==> config.mk <==
export PLATFORM = sky130hd
export DESIGN_NAME = fault_log_and_event_reporter
export DESIGN_NICKNAME = d
export VERILOG_FILES = /design/src/hw/fault_log_pkg.sv /design/src/hw/fault_log_and_event_reporter.sv
export SDC_FILE = /design/constraint.sdc
export NUM_CORES = 1
export LEC_CHECK = 0
export BUFFER_PORTS_ARGS = -buffer_cell sky130_fd_sc_hd__buf_4
export CELL_PAD_IN_SITES_DETAIL_PLACEMENT = 0
export CELL_PAD_IN_SITES_GLOBAL_PLACEMENT = 1
export CORE_ASPECT_RATIO = 0.8
export CORE_UTILIZATION = 46
export DETAILED_ROUTE_END_ITERATION = 10
export GPL_TIMING_DRIVEN = 0
export PLACE_DENSITY_LB_ADDON = 0.1
export SLEW_MARGIN = 20
export SYNTH_ARGS = -nofsm -noshare
export SYNTH_HDL_FRONTEND = slang
export SYNTH_SLANG_ARGS = --single-unit
==> constraint.sdc <==
create_clock -name pclk -period 3.35 [get_ports pclk]
set_input_delay 0 -clock pclk [delete_from_list [all_inputs] [get_ports pclk]]
set_output_delay 0 -clock pclk [all_outputs]
set_load 0.02 [all_outputs]
==> src/hw/fault_log_pkg.sv <==
/*
 * Package for the fault log and event reporter: register offsets, field
 * positions, reset values, state encodings and sizing constants.
 * Assumes a 32-bit APB slave with word-aligned registers.
 */
package fault_log_pkg;

	// ==========================================================
	// Register byte offsets
	localparam logic [11:0] off_capability   = 12'h000;
	localparam logic [11:0] off_log_control  = 12'h004;
	localparam logic [11:0] off_log_base     = 12'h008;
	localparam logic [11:0] off_log_size     = 12'h00C;
	localparam logic [11:0] off_fault_status = 12'h010;
	localparam logic [11:0] off_event_ctrl   = 12'h014;
	localparam logic [11:0] off_event_data   = 12'h018;
	localparam logic [11:0] off_event_addr   = 12'h01C;
	localparam logic [11:0] off_log_index    = 12'h020;

	// ==========================================================
	// Capability bits
	localparam int cap_mem_log_bit  = 0;
	localparam int cap_compress_bit = 1;

	// Log control bits
	localparam int ctl_log_enable_bit = 0;
	localparam int ctl_new_region_bit = 1;

	// Fault status bits, write one to clear
	localparam int st_primary_overflow_bit     = 0;
	localparam int st_primary_pending_bit      = 1;
	localparam int st_mem_log_overflow_bit     = 2;
	localparam int st_mem_log_pending_bit      = 3;
	localparam int st_inval_queue_err_bit      = 4;
	localparam int st_inval_completion_err_bit = 5;
	localparam int st_inval_timeout_err_bit    = 6;
	localparam int st_width                    = 7;

	// Event control bits
	localparam int ev_irq_held_pending_bit = 30;
	localparam int ev_irq_mask_bit         = 31;

	// ==========================================================
	// Reset values
	localparam logic [31:0] log_base_reset = 32'h0000_0000;
	localparam logic [15:0] log_size_reset = 16'h0001;
	localparam logic [31:0] zero_word      = 32'h0000_0000;

	// ==========================================================
	// Memory write state machine
	typedef enum logic [1:0] {
		mw_idle  = 2'b00,
		mw_write = 2'b01,
		mw_msi   = 2'b10
	} mem_state_t;

endpackage

==> src/hw/fault_log_and_event_reporter.sv <==
/*
 * Memory-resident fault logging and fault event reporting.
 * Assumes an APB master on pclk, a fault source giving a one-cycle strobe
 * with a source id, and a memory write port with valid/ready handshake
 * that carries both fault records and the fault event message.
 */
module fault_log_and_event_reporter #(
	parameter int          IDX_W         = 16,
	parameter int          SID_W         = 16,
	parameter logic [31:0] RECORD_BYTES  = 32'h0000_0010,
	parameter bit          HAS_COMPRESS  = 1'b1
) (
	// Clock and reset
	input  wire logic              pclk,
	input  wire logic              presetn,
	// APB slave
	input  wire logic              psel,
	input  wire logic              penable,
	input  wire logic              pwrite,
	input  wire logic [11:0]       paddr,
	input  wire logic [31:0]       pwdata,
	output logic      [31:0]       prdata,
	output logic                   pready,
	output logic                   pslverr,
	// Fault sources
	input  wire logic              fault_valid,
	input  wire logic [SID_W-1:0]  fault_sid,
	input  wire logic              primary_pending_set,
	input  wire logic              primary_overflow_set,
	input  wire logic              inval_queue_set,
	input  wire logic              inval_completion_set,
	input  wire logic              inval_timeout_set,
	// Memory write port, records and messages
	output logic                   mem_valid,
	output logic      [31:0]       mem_addr,
	output logic      [31:0]       mem_data,
	output logic                   mem_is_msi,
	input  wire logic              mem_ready
);

	// ==========================================================
	// Registers and state
	localparam int st_width = fault_log_pkg::st_width;

	logic                     log_enable;
	logic [31:0]              log_base;
	logic [IDX_W-1:0]         log_size;
	logic [IDX_W-1:0]         log_index;
	logic                     log_wrapped;
	logic                     sid_valid;
	logic [SID_W-1:0]         last_sid;
	logic [st_width-1:0]      status;
	logic                     irq_mask;
	logic                     irq_held_pending;
	logic [31:0]              ev_data;
	logic [31:0]              ev_addr;
	fault_log_pkg::mem_state_t mem_state;
	logic                     msi_request;

	// ==========================================================
	// Bus decode
	logic bus_setup;
	logic bus_wr;
	logic bus_rd;
	logic mem_busy;
	logic new_region;
	logic [st_width-1:0] st_w1c;
	logic mask_wr;

	assign bus_setup = psel & ~penable;
	assign mem_busy  = (mem_state != fault_log_pkg::mw_idle) | msi_request;
	// Reads stall while record or message writes are in flight
	assign bus_rd = psel & penable & ~pwrite & ~mem_busy;
	assign bus_wr = psel & penable & pwrite;
	assign new_region = bus_wr & (paddr == fault_log_pkg::off_log_control)
		& pwdata[fault_log_pkg::ctl_new_region_bit];
	assign st_w1c = (bus_wr & (paddr == fault_log_pkg::off_fault_status))
		? pwdata[st_width-1:0] : '0;
	assign mask_wr = bus_wr & (paddr == fault_log_pkg::off_event_ctrl);

	// Decodes whether an address holds a register
	function automatic logic mapped(input logic [11:0] a);
		mapped = (a <= fault_log_pkg::off_log_index) && (a[1:0] == 2'b00);
	endfunction

	// APB answer: writes in one access cycle, reads once memory is quiet
	always_ff @(posedge pclk or negedge presetn) begin
		if (!presetn) begin
			pready  <= 1'b0;
			pslverr <= 1'b0;
		end else begin
			pready  <= psel & ~pready & (pwrite | ~mem_busy)
				& (penable | bus_setup);
			pslverr <= psel & ~pready & (pwrite | ~mem_busy)
				& (penable | bus_setup) & ~mapped(paddr);
		end
	end

	// Read data mux
	always_ff @(posedge pclk or negedge presetn) begin
		if (!presetn) begin
			prdata <= fault_log_pkg::zero_word;
		end else if (psel & ~pwrite & ~pready & ~mem_busy) begin
			case (paddr)
			fault_log_pkg::off_capability: begin
				prdata <= fault_log_pkg::zero_word;
				prdata[fault_log_pkg::cap_mem_log_bit]  <= 1'b1;
				prdata[fault_log_pkg::cap_compress_bit] <= HAS_COMPRESS;
			end
			fault_log_pkg::off_log_control:
				prdata <= {31'h0000_0000, log_enable};
			fault_log_pkg::off_log_base:   prdata <= log_base;
			fault_log_pkg::off_log_size:
				prdata <= 32'(log_size);
			fault_log_pkg::off_fault_status:
				prdata <= 32'(status);
			fault_log_pkg::off_event_ctrl: begin
				prdata <= fault_log_pkg::zero_word;
				prdata[fault_log_pkg::ev_irq_mask_bit] <= irq_mask;
				prdata[fault_log_pkg::ev_irq_held_pending_bit] <=
					irq_held_pending;
			end
			fault_log_pkg::off_event_data: prdata <= ev_data;
			fault_log_pkg::off_event_addr: prdata <= ev_addr;
			fault_log_pkg::off_log_index:
				prdata <= {15'h0000, log_wrapped, 16'(log_index)};
			default: prdata <= fault_log_pkg::zero_word;
			endcase
		end
	end

	// Software configuration registers
	always_ff @(posedge pclk or negedge presetn) begin
		if (!presetn) begin
			log_enable <= 1'b0;
			log_base   <= fault_log_pkg::log_base_reset;
			log_size   <= IDX_W'(fault_log_pkg::log_size_reset);
			ev_data    <= fault_log_pkg::zero_word;
			ev_addr    <= fault_log_pkg::zero_word;
		end else if (bus_wr & pready) begin
			case (paddr)
			fault_log_pkg::off_log_control:
				log_enable <= pwdata[fault_log_pkg::ctl_log_enable_bit];
			fault_log_pkg::off_log_base: log_base <= pwdata;
			fault_log_pkg::off_log_size:
				log_size <= (pwdata[IDX_W-1:0] == '0) ?
					IDX_W'(fault_log_pkg::log_size_reset) : pwdata[IDX_W-1:0];
			fault_log_pkg::off_event_data: ev_data <= pwdata;
			fault_log_pkg::off_event_addr: ev_addr <= pwdata;
			default: ;
			endcase
		end
	end

	// ==========================================================
	// Fault decision
	logic fault_drop_ovf;
	logic fault_drop_rep;
	logic fault_full;
	logic fault_log;
	logic fault_first;
	logic [IDX_W-1:0] next_index;

	assign fault_drop_ovf = status[fault_log_pkg::st_mem_log_overflow_bit];
	assign fault_drop_rep = HAS_COMPRESS & sid_valid & (fault_sid == last_sid);
	assign fault_full = log_wrapped;
	// Faults are taken only while idle and enabled
	assign fault_log = fault_valid & log_enable
		& (mem_state == fault_log_pkg::mw_idle)
		& ~fault_drop_ovf & ~fault_drop_rep & ~fault_full;
	assign fault_first = fault_log
		& ~status[fault_log_pkg::st_mem_log_pending_bit]
		& (log_index == '0);
	assign next_index = (log_index + 1'b1 == log_size) ? '0 : log_index + 1'b1;

	// Index, wrap and last source id
	always_ff @(posedge pclk or negedge presetn) begin
		if (!presetn) begin
			log_index   <= '0;
			log_wrapped <= 1'b0;
			sid_valid   <= 1'b0;
			last_sid    <= '0;
		end else if (new_region & pready) begin
			log_index   <= '0;
			log_wrapped <= 1'b0;
			sid_valid   <= 1'b0;
			last_sid    <= '0;
		end else if (fault_log) begin
			log_index   <= next_index;
			log_wrapped <= (log_index + 1'b1 == log_size);
			sid_valid   <= 1'b1;
			last_sid    <= fault_sid;
		end
	end

	// ==========================================================
	// Status flags, hardware set wins over software clear
	logic [st_width-1:0] st_set;
	logic [st_width-1:0] st_mon;
	logic any_new;
	logic any_old;

	always_comb begin
		st_set = '0;
		st_set[fault_log_pkg::st_primary_pending_bit]      = primary_pending_set;
		st_set[fault_log_pkg::st_primary_overflow_bit]     = primary_overflow_set;
		st_set[fault_log_pkg::st_mem_log_pending_bit]      = fault_first;
		st_set[fault_log_pkg::st_mem_log_overflow_bit]     = fault_valid
			& log_enable & (mem_state == fault_log_pkg::mw_idle)
			& ~fault_drop_ovf & ~fault_drop_rep & fault_full;
		st_set[fault_log_pkg::st_inval_queue_err_bit]      = inval_queue_set;
		st_set[fault_log_pkg::st_inval_completion_err_bit] = inval_completion_set;
		st_set[fault_log_pkg::st_inval_timeout_err_bit]    = inval_timeout_set;
	end

	// Memory log flags count only while memory logging is active
	always_comb begin
		st_mon = status;
		st_mon[fault_log_pkg::st_mem_log_pending_bit] =
			status[fault_log_pkg::st_mem_log_pending_bit] & log_enable;
		st_mon[fault_log_pkg::st_mem_log_overflow_bit] =
			status[fault_log_pkg::st_mem_log_overflow_bit] & log_enable;
	end

	assign any_new = |(st_set & ~status
		& ~(st_width'(1) << fault_log_pkg::st_primary_overflow_bit)
		& ~(st_width'(1) << fault_log_pkg::st_mem_log_overflow_bit));
	assign any_old = |st_mon;

	always_ff @(posedge pclk or negedge presetn) begin
		if (!presetn) begin
			status <= '0;
		end else begin
			status <= (status & ~(st_w1c & {st_width{pready}})) | st_set;
		end
	end

	// ==========================================================
	// Event control: mask, held flag and message request
	logic mask_clearing;
	logic status_cleared;

	assign mask_clearing = mask_wr & pready & irq_mask
		& ~pwdata[fault_log_pkg::ev_irq_mask_bit];
	assign status_cleared = (status != '0)
		& ((status & ~(st_w1c & {st_width{pready}})) == '0) & (st_set == '0);

	always_ff @(posedge pclk or negedge presetn) begin
		if (!presetn) begin
			irq_mask         <= 1'b1;
			irq_held_pending <= 1'b0;
			msi_request      <= 1'b0;
		end else begin
			// Message taken; a new event in the same cycle wins below
			if (mem_state == fault_log_pkg::mw_msi && mem_ready)
				msi_request <= 1'b0;
			if (mask_wr & pready)
				irq_mask <= pwdata[fault_log_pkg::ev_irq_mask_bit];
			if (any_new & ~any_old) begin
				if (irq_mask & ~mask_clearing) begin
					irq_held_pending <= 1'b1;
				end else begin
					irq_held_pending <= 1'b0;
					msi_request      <= 1'b1;
				end
			end else if (mask_clearing & irq_held_pending) begin
				irq_held_pending <= 1'b0;
				msi_request      <= 1'b1;
			end else if (status_cleared & irq_held_pending) begin
				irq_held_pending <= 1'b0;
			end
		end
	end

	// ==========================================================
	// Memory write engine: one record or one message at a time
	always_ff @(posedge pclk or negedge presetn) begin
		if (!presetn) begin
			mem_state  <= fault_log_pkg::mw_idle;
			mem_valid  <= 1'b0;
			mem_addr   <= fault_log_pkg::zero_word;
			mem_data   <= fault_log_pkg::zero_word;
			mem_is_msi <= 1'b0;
		end else begin
			case (mem_state)
			fault_log_pkg::mw_idle: begin
				if (fault_log) begin
					mem_state  <= fault_log_pkg::mw_write;
					mem_valid  <= 1'b1;
					mem_addr   <= log_base
						+ 32'(log_index) * RECORD_BYTES;
					mem_data   <= 32'(fault_sid);
					mem_is_msi <= 1'b0;
				end else if (msi_request) begin
					mem_state  <= fault_log_pkg::mw_msi;
					mem_valid  <= 1'b1;
					mem_addr   <= ev_addr;
					mem_data   <= ev_data;
					mem_is_msi <= 1'b1;
				end
			end
			fault_log_pkg::mw_write, fault_log_pkg::mw_msi: begin
				if (mem_ready) begin
					mem_state <= fault_log_pkg::mw_idle;
					mem_valid <= 1'b0;
				end
			end
			default: mem_state <= fault_log_pkg::mw_idle;
			endcase
		end
	end

	// ==========================================================
	// Assertions
	property p_drop_ovf;
		@(posedge pclk) disable iff (!presetn)
		fault_valid & status[fault_log_pkg::st_mem_log_overflow_bit]
			|=> !(mem_valid & !mem_is_msi & $rose(mem_valid));
	endproperty
	a_drop_ovf: assert property (p_drop_ovf)
		else $error("fault written while overflow set");

	property p_drop_rep;
		@(posedge pclk) disable iff (!presetn)
		fault_valid & fault_drop_rep & (mem_state == fault_log_pkg::mw_idle)
			& !msi_request |=> !mem_valid;
	endproperty
	a_drop_rep: assert property (p_drop_rep)
		else $error("repeated source id logged");

	property p_full_sets_ovf;
		@(posedge pclk) disable iff (!presetn)
		fault_valid & log_enable & (mem_state == fault_log_pkg::mw_idle)
			& ~fault_drop_ovf & ~fault_drop_rep & log_wrapped
			|=> status[fault_log_pkg::st_mem_log_overflow_bit] & !mem_valid;
	endproperty
	a_full_sets_ovf: assert property (p_full_sets_ovf)
		else $error("full log did not set overflow");

	property p_index_step;
		@(posedge pclk) disable iff (!presetn)
		fault_log & !(new_region & pready) |=> log_index == $past(next_index)
			##0 mem_valid & !mem_is_msi;
	endproperty
	a_index_step: assert property (p_index_step)
		else $error("index did not step with record");

	property p_first_pending;
		@(posedge pclk) disable iff (!presetn)
		fault_first |=> status[fault_log_pkg::st_mem_log_pending_bit];
	endproperty
	a_first_pending: assert property (p_first_pending)
		else $error("pending flag not set on first record");

	property p_new_region;
		@(posedge pclk) disable iff (!presetn)
		new_region & pready |=> log_index == '0 && !log_wrapped && !sid_valid;
	endproperty
	a_new_region: assert property (p_new_region)
		else $error("new region did not clear log state");

	property p_masked_held;
		@(posedge pclk) disable iff (!presetn)
		any_new & ~any_old & irq_mask & ~mask_clearing
			|=> irq_held_pending & !msi_request;
	endproperty
	a_masked_held: assert property (p_masked_held)
		else $error("masked event not held");

	property p_unmask_send;
		@(posedge pclk) disable iff (!presetn)
		mask_clearing & irq_held_pending & ~(any_new & ~any_old)
			|=> !irq_held_pending ##[1:300] (mem_valid & mem_is_msi);
	endproperty
	a_unmask_send: assert property (p_unmask_send)
		else $error("unmask did not send held event");

	property p_read_quiet;
		@(posedge pclk) disable iff (!presetn)
		psel & penable & pready & !pwrite |-> !mem_valid;
	endproperty
	a_read_quiet: assert property (p_read_quiet)
		else $error("read completed with writes in flight");

	c_record: cover property (@(posedge pclk) disable iff (!presetn)
		fault_first);
	c_overflow: cover property (@(posedge pclk) disable iff (!presetn)
		$rose(status[fault_log_pkg::st_mem_log_overflow_bit]));
	c_msi: cover property (@(posedge pclk) disable iff (!presetn)
		mem_valid & mem_is_msi & mem_ready);

endmodule

==> results of run 1 <==
sequential cells by signal, summed over array words and instances, names as in the netlist, 2 cells and up:
| signal | flops |
|---|---|
| last_sid | 16 |
| status | 7 |
| mem_addr | 32 |
| ev_addr | 32 |
| log_base | 32 |
| log_index | 16 |
| prdata | 32 |
| mem_data | 32 |
| mem_state | 2 |
| log_size | 16 |
| ev_data | 32 |
critical path, stage by stage, from the launching register on:
cell,delay [ns]
dfrtp_1,0.38
xor2_1,0.15
nor4_1,0.51
nand4_1,0.21
o211ai_1,0.52
clkdlybuf4s15_1,0.78
clkbuf_2,0.47
nand3_1,0.13
nand2_1,0.08
worst paths after layout:
kind	from	to	slack [ns]	cells after the start
setup / recovery	last_sid[5]	log_index[7]	0.05	8
hold / removal	presetn	log_size[9]	-0.003	2
setup reg to reg	last_sid[5]	log_index[7]	0.05	8
hold reg to reg	prdata[14]	prdata[14]	0.48	1
max in group asynchronous	presetn	mem_data[23]	2.04	4
min in group pclk	penable	ev_addr[1]	0.09	4
cells by family after synthesis:
group / count (synthesis) / synth area share
xor+xnor: 66 / 0.04389
flops: 259 / 0.4923
buf+inv: 105 / 0.03154
compound gates: 297 / 0.1464
mux: 146 / 0.1217
fa+ha+maj: 21 / 0.02052
simple gates: 393 / 0.1437
routing by layer:
metal | vias to the layer above | global-route usage
met5 | - | 0
met4 | 0 | 0.08881
met3 | 56 | 0.06935
met2 | 509 | 0.4498
met1 | 5797 | 0.4929
li1 | 5214 | -
timing repair:
action / CTS / global route
setup buffers: 0 / 1
hold endpoints to repair: 245 / 0
endpoints found under the setup margin: 47 / 59
pin swaps: 0 / 1
hold buffers: 64 / 0
gates resized for setup: 3 / 21
cell usage after synthesis, drive strengths merged, types with 19 or more instances:
cell type and instances:
inv 23, ha 20, xnor2 40, nor3 19
dfrtp 257, and3 24, a222oi 19, xor2 26
a21oi 89, clkbuf 60, o21ai 64, buf 22
mux2 113, nand2 190, mux2i 33, nor2 51
nor4 20
power groups by stage:
stage / sequential [mW] / combinational, mW / clock (mW)
6_report: 3.15 / 0.402 / 3.13
5_1_grt: 3.15 / 0.439 / 3.29
4_1_cts: 3.15 / 0.400 / 3.17
3_5_place_dp: 3.21 / 0.343 / 0
3_3_place_gp: 3.21 / 0.330 / 0
2_1_floorplan: 3.22 / 0.0960 / 0
area by class of cell:
| type | instances | area [um2] |
|---|---|---|
| Clock buffer | 42 | 843.3 |
| Clock inverter | 9 | 86.33 |
| Tap cell | 370 | 462.9 |
| Sequential cell | 259 | 6484 |
| Timing Repair Buffer | 237 | 1987 |
| Fill cell | 2537 | 11620 |
| Buffer | 82 | 349.1 |
| Multi-Input combinational cell | 923 | 6299 |
| Inverter | 23 | 86.33 |
stage by stage:
stage	cells	area, um2	setup WS (ns)
5_1_grt	1945	16600	0.02028
2_1_floorplan	1287	13170	0.9248
4_1_cts	1944	16550	0.006327
3_3_place_gp	1827	14910	-0.3233
3_5_place_dp	1829	14970	-0.3478
6_report	1945	16600	0.05491
==> results_dict.tcl, run 1 <==
set metrics [dict create \
    die_h_um 153.4 \
    utilization 0.5882 \
    wl_met1_um 21770 \
    gp_congestion 0.9296 \
    p_sw_frac 0.2351 \
    holdWs_ns -0.002955 \
    clockPowerShare 0.468 \
    cts_buffers 28 \
    p_seq_frac 0.472 \
    dp.final_hpwl_um 34190 \
    mostFrequentLayoutCells "dfrtp_1 (257), nand2_1 (190), buf_4 (172), mux2_2 (113), a21oi_1 (89)" \
    synthToLayoutAreaGrowth_pct 26.01 \
    route.met3.wl_um 3992 \
    hold_violations 2 \
    leakage_nw 7.884 \
    worstPathArrival_ns 3.80 \
    p_int_mw 5.110 \
    clk_latency_ns 0.57 \
    fp.dieW_um 191.2 \
    finalSetupViolations 0 \
    htree_levels 1 \
    ys_ff_latch 259 \
    status "finished with violations" \
    nets 1647 \
    synthArstFlopShare 1.000 \
    ys_seq_area_frac 0.4923 \
    combPwrFrac 0.060 \
    rsz0062_at_grt "false" \
    io_buffers 170 \
    ios 172 \
    initial_core_util 0.4668 \
    vias_per_cell 5.952 \
    tightest_slew_ns 1.106 \
    grt_pass1_wl_um 70150 \
    wl_per_cell_um 23.80 \
    fmax_ghz 0.3035 \
    start_kind "flop" \
    grt.total_usage 0.3206 \
    clkSinkCount 259 \
    cts.path.max_buffers 3 \
    power_density_nw_per_um2 402.5 \
    power_mw 6.680 \
    final_common_cell "dfrtp_1" \
    cp-end-kind "flop" \
    cts_root_buf "clkbuf_16" \
    drt_first_pass_iters 8 \
    die-area_um2 29320 \
    diodes 0 \
    num_vias 11576 \
    syn_inst 1287 \
    route.detailed.drc 0 \
    ir_worst_vdd_mv 0.4418 \
    p_sw_mw 1.571 \
    grt_max_degree 96 \
    wl_met2_um 19350 \
    rows 55 \
    syn_area_um2 13170 \
    synth.distinct_cells 64 \
    drive_gt1_frac 0.2368 \
    drtIter0Drc 1082 \
    wl_um 46300 \
    violations "hold timing" \
    fin_crit_sh 0.9836 \
    maxSlewHeadroom 0.2626 \
    path_class "reg2reg" \
    slew_viol_final 0 \
    routed.top_layer "met4" \
    synth_area_leaders "dfrtp_1 (49%), mux2_2 (9.7%), nand2_1 (5.4%)" \
    period_minus_slack_ns 3.295 \
    grt.overflow.total 0 \
    core_area_um2 28210 \
    ant_nets 0 \
    hp-class "in2async" \
    finalSetupTns_ns 0 \
    ys_warn_count 0 \
    ys.flop_type "dfrtp_1" \
    syn_nets 1380 \
    synth_edf_count 0 \
    synth_area_leader_cell "dfrtp_1" \
    postSynthAreaPerCell_um2 10.23 \
    synth_top_area_share 0.4883 \
    grt_pass1_vias 11219 \
    antenna_found_initial 0 \
    cp.required_ns 3.86 \
    fin_skew_ns 0.01316 \
    cp_max_fo 10 \
    clkTransAtPathRegs_ns 0.06 \
    cap_violations 0 \
    cts_tree "done" \
]
Power figures use the tool's default switching activity.
==> run 2: changes to the inputs <==
--- a/config.mk
+++ b/config.mk
@@ -9,7 +9,7 @@
 export CELL_PAD_IN_SITES_DETAIL_PLACEMENT = 0
 export CELL_PAD_IN_SITES_GLOBAL_PLACEMENT = 1
 export CORE_ASPECT_RATIO = 0.8
-export CORE_UTILIZATION = 46
+export CORE_UTILIZATION = 30
 export DETAILED_ROUTE_END_ITERATION = 10
 export GPL_TIMING_DRIVEN = 0
 export PLACE_DENSITY_LB_ADDON = 0.1
==> run 2 against run 1 <==
Worst hold slack better by 0.024 ns; critical path type unchanged; sequential share of layout area is 0.80 points lower; final cell count is 10% higher; flip-flop and latch count stayed put; the flow now finishes without violations; non-clock buffer count is 2 higher; critical endpoint is now mem_addr[6]; die area is 53% higher; critical path depth stayed put; clock power is 7.3% higher; wire length is 13% higher; register-to-register slack better by 0.04 ns; power is 3.6% higher; clock skew is 0.015 ns higher.
==> results_dict.tcl, run 2 (synthesized netlist as in run 1, its figures left out) <==
set metrics [dict create \
    tightest_slew_ns 1.149 \
    route.detailed.drc 0 \
    vias_per_cell 5.250 \
    met1_usage 0.3601 \
    period_minus_slack_ns 3.252 \
    grt_pass1_vias 11365 \
    initial_core_util 0.3047 \
    gp_congestion 0.8772 \
    grt.overflow.total 0 \
    hold_violations 0 \
    num_vias 11240 \
    fmax_ghz 0.3075 \
    use_met2 0.3475 \
    final_area_um2 16950 \
    cp-end-kind "flop" \
    slowest_stage "clkbuf_1" \
    cts.path.max_buffers 3 \
    drive_gt1_frac 0.2429 \
    placedInstanceArea_um2 15240 \
    wl_per_cell_um 24.41 \
    start_kind "flop" \
    cts_tree "done" \
    fp.dieW_um 236.3 \
    maxSlewHeadroom 0.2271 \
    grt_pass1_wl_um 77960 \
    fin_cells 2141 \
    antenna_found_initial 0 \
    final_common_cell "dfrtp_1" \
    cts_root_buf "clkbuf_16" \
    core_area_um2 43220 \
    die-area_um2 44750 \
    slowest_delay_ns 0.56 \
    synthToLayoutAreaGrowth_pct 28.68 \
    diodes 0 \
    worstPathArrival_ns 3.74 \
    grt.total_usage 0.2357 \
    status "complete, no violations" \
    grt_max_degree 88 \
    nets 1651 \
    power_mw 6.923 \
    multi_input_area_um2 6311 \
    fin_crit_sh 0.9708 \
    cp_max_fo 10 \
    wl_um 52260 \
    finalSetupViolations 0 \
    ir_worst_vdd_mv 0.3712 \
    filler_cell_count 4332 \
    utilization 0.3921 \
    power_density_nw_per_um2 408.5 \
    drt_first_pass_iters 7 \
    clkSinkCount 259 \
    drtIter0Drc 945 \
    grtUsageMet3 0.03805 \
    cp.required_ns 3.84 \
    busiest_layer "met1" \
    mostFrequentLayoutCells "dfrtp_1 (256), nand2_1 (190), buf_4 (172), mux2_2 (113), a21oi_1 (89)" \
    ant_nets 0 \
    final-seq-area_um2 6485 \
    clk_latency_ns 0.59 \
    clkTransAtPathRegs_ns 0.06 \
    dp.final_hpwl_um 39120 \
    ios 172 \
    cp_cell_sequence "xor2_1, nor4_1, nand4_1, o211ai_1, clkbuf_1, clkbuf_2, nor2_1, a31oi_1" \
    path_class "reg2reg" \
    htree_levels 1 \
    rsz0062_at_grt "false" \
    io_buffers 170 \
    dp.cells 2020 \
    fin_skew_ns 0.02843 \
    hp-class "in2async" \
    die_h_um 189.4 \
    rows 68 \
    cts_buffers 30 \
    leakage_nw 7.926 \
    cap_violations 0 \
    slew_viol_final 0 \
]
run 2: report_power, final:
| group | total (mW) | switching (mW) | internal (mW) | leakage (nW) |
|---|---|---|---|---|
| logic | 0.412 | 0.249 | 0.164 | 3.88 |
| registers | 3.15 | 0.00979 | 3.14 | 3.56 |
| clock network | 3.36 | 1.43 | 1.93 | 0.485 |
run 2: area by class of cell:
cell class	count	share of cell area
Multi-Input combinational cell	923	0.3724
Inverter	23	0.005094
Clock buffer	40	0.05005
Tap cell	560	0.04134
Sequential cell	259	0.3826
Clock inverter	15	0.008637
Timing Repair Buffer	239	0.1194
Buffer	82	0.02045
run 2: layer usage:
| metal | routed length (um) | up-vias |
|---|---|---|
| met2 | 22360 | 318 |
| met1 | 25970 | 5649 |
| met3 | 3022 | 53 |
| li1 | - | 5220 |
| met5 | 0 | - |
| met4 | 912 | 0 |
run 2: worst paths after layout:
check                            start           end  slack (ns)  depth (start not counted)
max                        last_sid[5]   mem_addr[6]         0.1                          8
min                            presetn    ev_data[8]        0.02                          3
max reg2reg                last_sid[5]   mem_addr[6]         0.1                          8
min reg2reg                 prdata[12]    prdata[12]        0.48                          1
max in group asynchronous      presetn  log_size[11]        2.25                          3
min in group pclk          fault_valid     status[3]        0.10                          4
run 2: what timing repair did:
action,CTS,global route
gates resized for setup,7,19
endpoints found under the setup margin,73,73
pin swaps,0,1
hold buffers,65,0
hold endpoints to repair,332,0
setup buffers,0,1
run 2: per-stage QoR:
stage          TNS [ns]  setup slack (ns)  hold slack (ns)
2_1_floorplan         0            0.9248          -0.2956
3_3_place_gp     -64.28           -0.4927           0.2251
3_5_place_dp     -20.90           -0.4816          -0.1575
4_1_cts               0           0.02484          0.06108
5_1_grt               0           0.01391          0.07490
6_report              0           0.09775          0.02138
run 2: critical path, delay by kind of cell, from the launching register on:
family	cells	cell delay [ns]
XOR/XNOR	1	0.14
AND/OR/NAND/NOR	3	0.90
buffers and inverters	2	1.03
flip-flops	1	0.39
AO/OA/AOI/OAI	2	0.69
==> run 3: changes to the inputs <==
--- a/config.mk
+++ b/config.mk
@@ -6,13 +6,10 @@
 export NUM_CORES = 1
 export LEC_CHECK = 0
 export BUFFER_PORTS_ARGS = -buffer_cell sky130_fd_sc_hd__buf_4
-export CELL_PAD_IN_SITES_DETAIL_PLACEMENT = 0
-export CELL_PAD_IN_SITES_GLOBAL_PLACEMENT = 1
 export CORE_ASPECT_RATIO = 0.8
 export CORE_UTILIZATION = 30
 export DETAILED_ROUTE_END_ITERATION = 10
 export GPL_TIMING_DRIVEN = 0
-export PLACE_DENSITY_LB_ADDON = 0.1
 export SLEW_MARGIN = 20
 export SYNTH_ARGS = -nofsm -noshare
 export SYNTH_HDL_FRONTEND = slang
==> run 3 against run 2 <==
Wire length fell by 6.1%; register-to-register slack improved by 0.05 ns; combinational power barely moved; global-route usage fell by 2.0 points; fmax rose by 1.4%; core utilization barely moved; sequential share of layout area barely moved.
==> results_dict.tcl, run 3 (synthesized netlist as in run 1, its figures left out) <==
set metrics [dict create \
    status "complete, no violations" \
    cts_tree "done" \
    cts_root_buf "clkbuf_16" \
    drt_first_pass_iters 5 \
    fp.dieW_um 236.3 \
    ir_worst_vdd_mv 0.3614 \
    ant_nets 0 \
    io_buffers 170 \
    antenna_found_initial 0 \
    cp_common_cell "clkbuf_2" \
    htree_levels 1 \
    critical_path_buf_inv_count 5 \
    vias_per_cell 5.414 \
    maxSlewHeadroom 0.2232 \
    p_seq_frac 0.452 \
    diodes 0 \
    clkSinkCount 259 \
    grt.total_usage 0.2159 \
    period_minus_slack_ns 3.207 \
    filler_cell_count 4299 \
    r2r-start "mem_state[0]" \
    whs_path_depth 4 \
    drive_gt1_frac 0.2362 \
    hold_violations 0 \
    cp-end-kind "flop" \
    fin_skew_ns 0.01309 \
    finalSetupViolations 0 \
    p_sw_frac 0.2317 \
    core_area_um2 43220 \
    gp_congestion 0.9197 \
    final_area_um2 16930 \
    initial_core_util 0.3047 \
    slew_viol_final 0 \
    p_sw_mw 1.616 \
    cap_violations 0 \
    rsz0062_at_grt "false" \
    utilization 0.3917 \
    nets 1650 \
    power_density_nw_per_um2 411.9 \
    path_class "reg2reg" \
    placedInstanceArea_um2 15240 \
    rows 68 \
    start_kind "flop" \
    wl_um 49070 \
    route.detailed.drc 0 \
    cp_max_fo 10 \
    cts_buffers 29 \
    leakage_nw 7.929 \
    mostFrequentLayoutCells "dfrtp_1 (257), nand2_1 (190), buf_4 (172), mux2_2 (113), a21oi_1 (89)" \
    final_common_cell "dfrtp_1" \
    dp.cells 2020 \
    grt_pass1_vias 11244 \
    fmax_ghz 0.3119 \
    hp-class "in2reg" \
    r2r_cells 9 \
    grt.overflow.total 0 \
    dp.final_hpwl_um 37080 \
    grt_pass1_wl_um 72530 \
    cts.path.max_buffers 3 \
    clk_latency_ns 0.59 \
    critical-path-top-delay-family "buffers and inverters" \
    holdWs_ns 0.07436 \
    hold-path-endpoint "ev_addr[0]" \
    finalSetupTns_ns 0 \
    drtIter0Drc 1227 \
    die-area_um2 44750 \
    clockPowerShare 0.489 \
    fin_cells 2139 \
    slowest_delay_ns 0.40 \
    synthToLayoutAreaGrowth_pct 28.54 \
    r2r_end "mem_addr[13]" \
    cp.required_ns 3.79 \
    p_int_mw 5.358 \
    fin_crit_sh 0.9572 \
    worstPathArrival_ns 3.65 \
    r2r_setup_slack_ns 0.14 \
    slowest_stage "clkbuf_2" \
    grt_max_degree 70 \
    die_h_um 189.4 \
    cp_cell_sequence "inv_1, ha_1, clkbuf_1, nand4b_1, a211oi_1, clkbuf_2, clkbuf_2, clkbuf_2, o21ai_0" \
    hp-start "penable" \
    clkTransAtPathRegs_ns 0.06 \
    wl_per_cell_um 22.94 \
    num_vias 11580 \
    combPwrFrac 0.059 \
    tightest_slew_ns 1.162 \
    ios 172 \
]
-- run 3: cell types whose count changed in the layout (fill, tap and decap cells not counted), sizes merged --
cell / previous run / this run
clkinvlp: 4 / 1
clkinv: 9 / 4
inv: 23 / 24
buf: 194 / 193
bufinv: 2 / 5
clkbuf: 102 / 105
-- run 3: layout make-up --
type                    instances  area [um2]  area share
plain buffers                  82       345.3     0.02040
multi-input cells             923        6287      0.3714
flip-flops and latches        259        6484      0.3830
well taps                     560       700.7     0.04139
inverters                      23       86.33    0.005099
repair buffers                239        2024      0.1196
clock inverters                11       197.7     0.01168
clock buffers                  42       804.5     0.04752
-- run 3: worst max path at each step --
stage,startpoint,end,cells after the start
after floorplan,log_index[6],log_index[5],8
after global placement,mem_state[0],mem_addr[13],9
after detailed placement,mem_state[0],mem_addr[13],9
after CTS,last_sid[2],mem_addr[9],8
after global routing,mem_state[0],mem_addr[13],9
final,mem_state[0],mem_addr[13],9
-- run 3: what timing repair did --
item                                    in CTS  in global routing
pin swaps                                    0                  1
endpoints found under the setup margin      52                 71
hold endpoints to repair                   282                  0
hold buffers                                65                  0
buffers inserted                             0                  1
gates resized for setup                      5                 17
-- run 3: worst min-delay path, delay by kind of cell --
family,cells,cell delay (ns)
mux,1,0.24
buf+inv,1,0.11
simple gates,2,0.27
-- run 3: power by group through the flow --
stage	logic [mW]	registers, mW	clock network, mW
after floorplan	0.0960	3.22	0
after global placement	0.331	3.21	0
after detailed placement	0.348	3.21	0
after CTS	0.410	3.15	3.46
after global routing	0.442	3.15	3.59
final	0.409	3.15	3.41
-- run 3: layer usage --
metal	vias up	GRT usage	part of all wire
met2	406	0.3237	0.44
li1	5218	-	-
met5	-	0	0
met1	5891	0.3155	0.47
met4	0	0.05020	0.022
met3	65	0.04578	0.074
-- run 3: per-stage QoR --
stage                     worst slack [ns]  power [mW]
after floorplan                     0.9248       3.311
after global placement             -0.5251       3.539
after detailed placement           -0.5371       3.556
after CTS                          0.01233       7.019
after global routing               0.01191       7.179
final                               0.1434       6.974
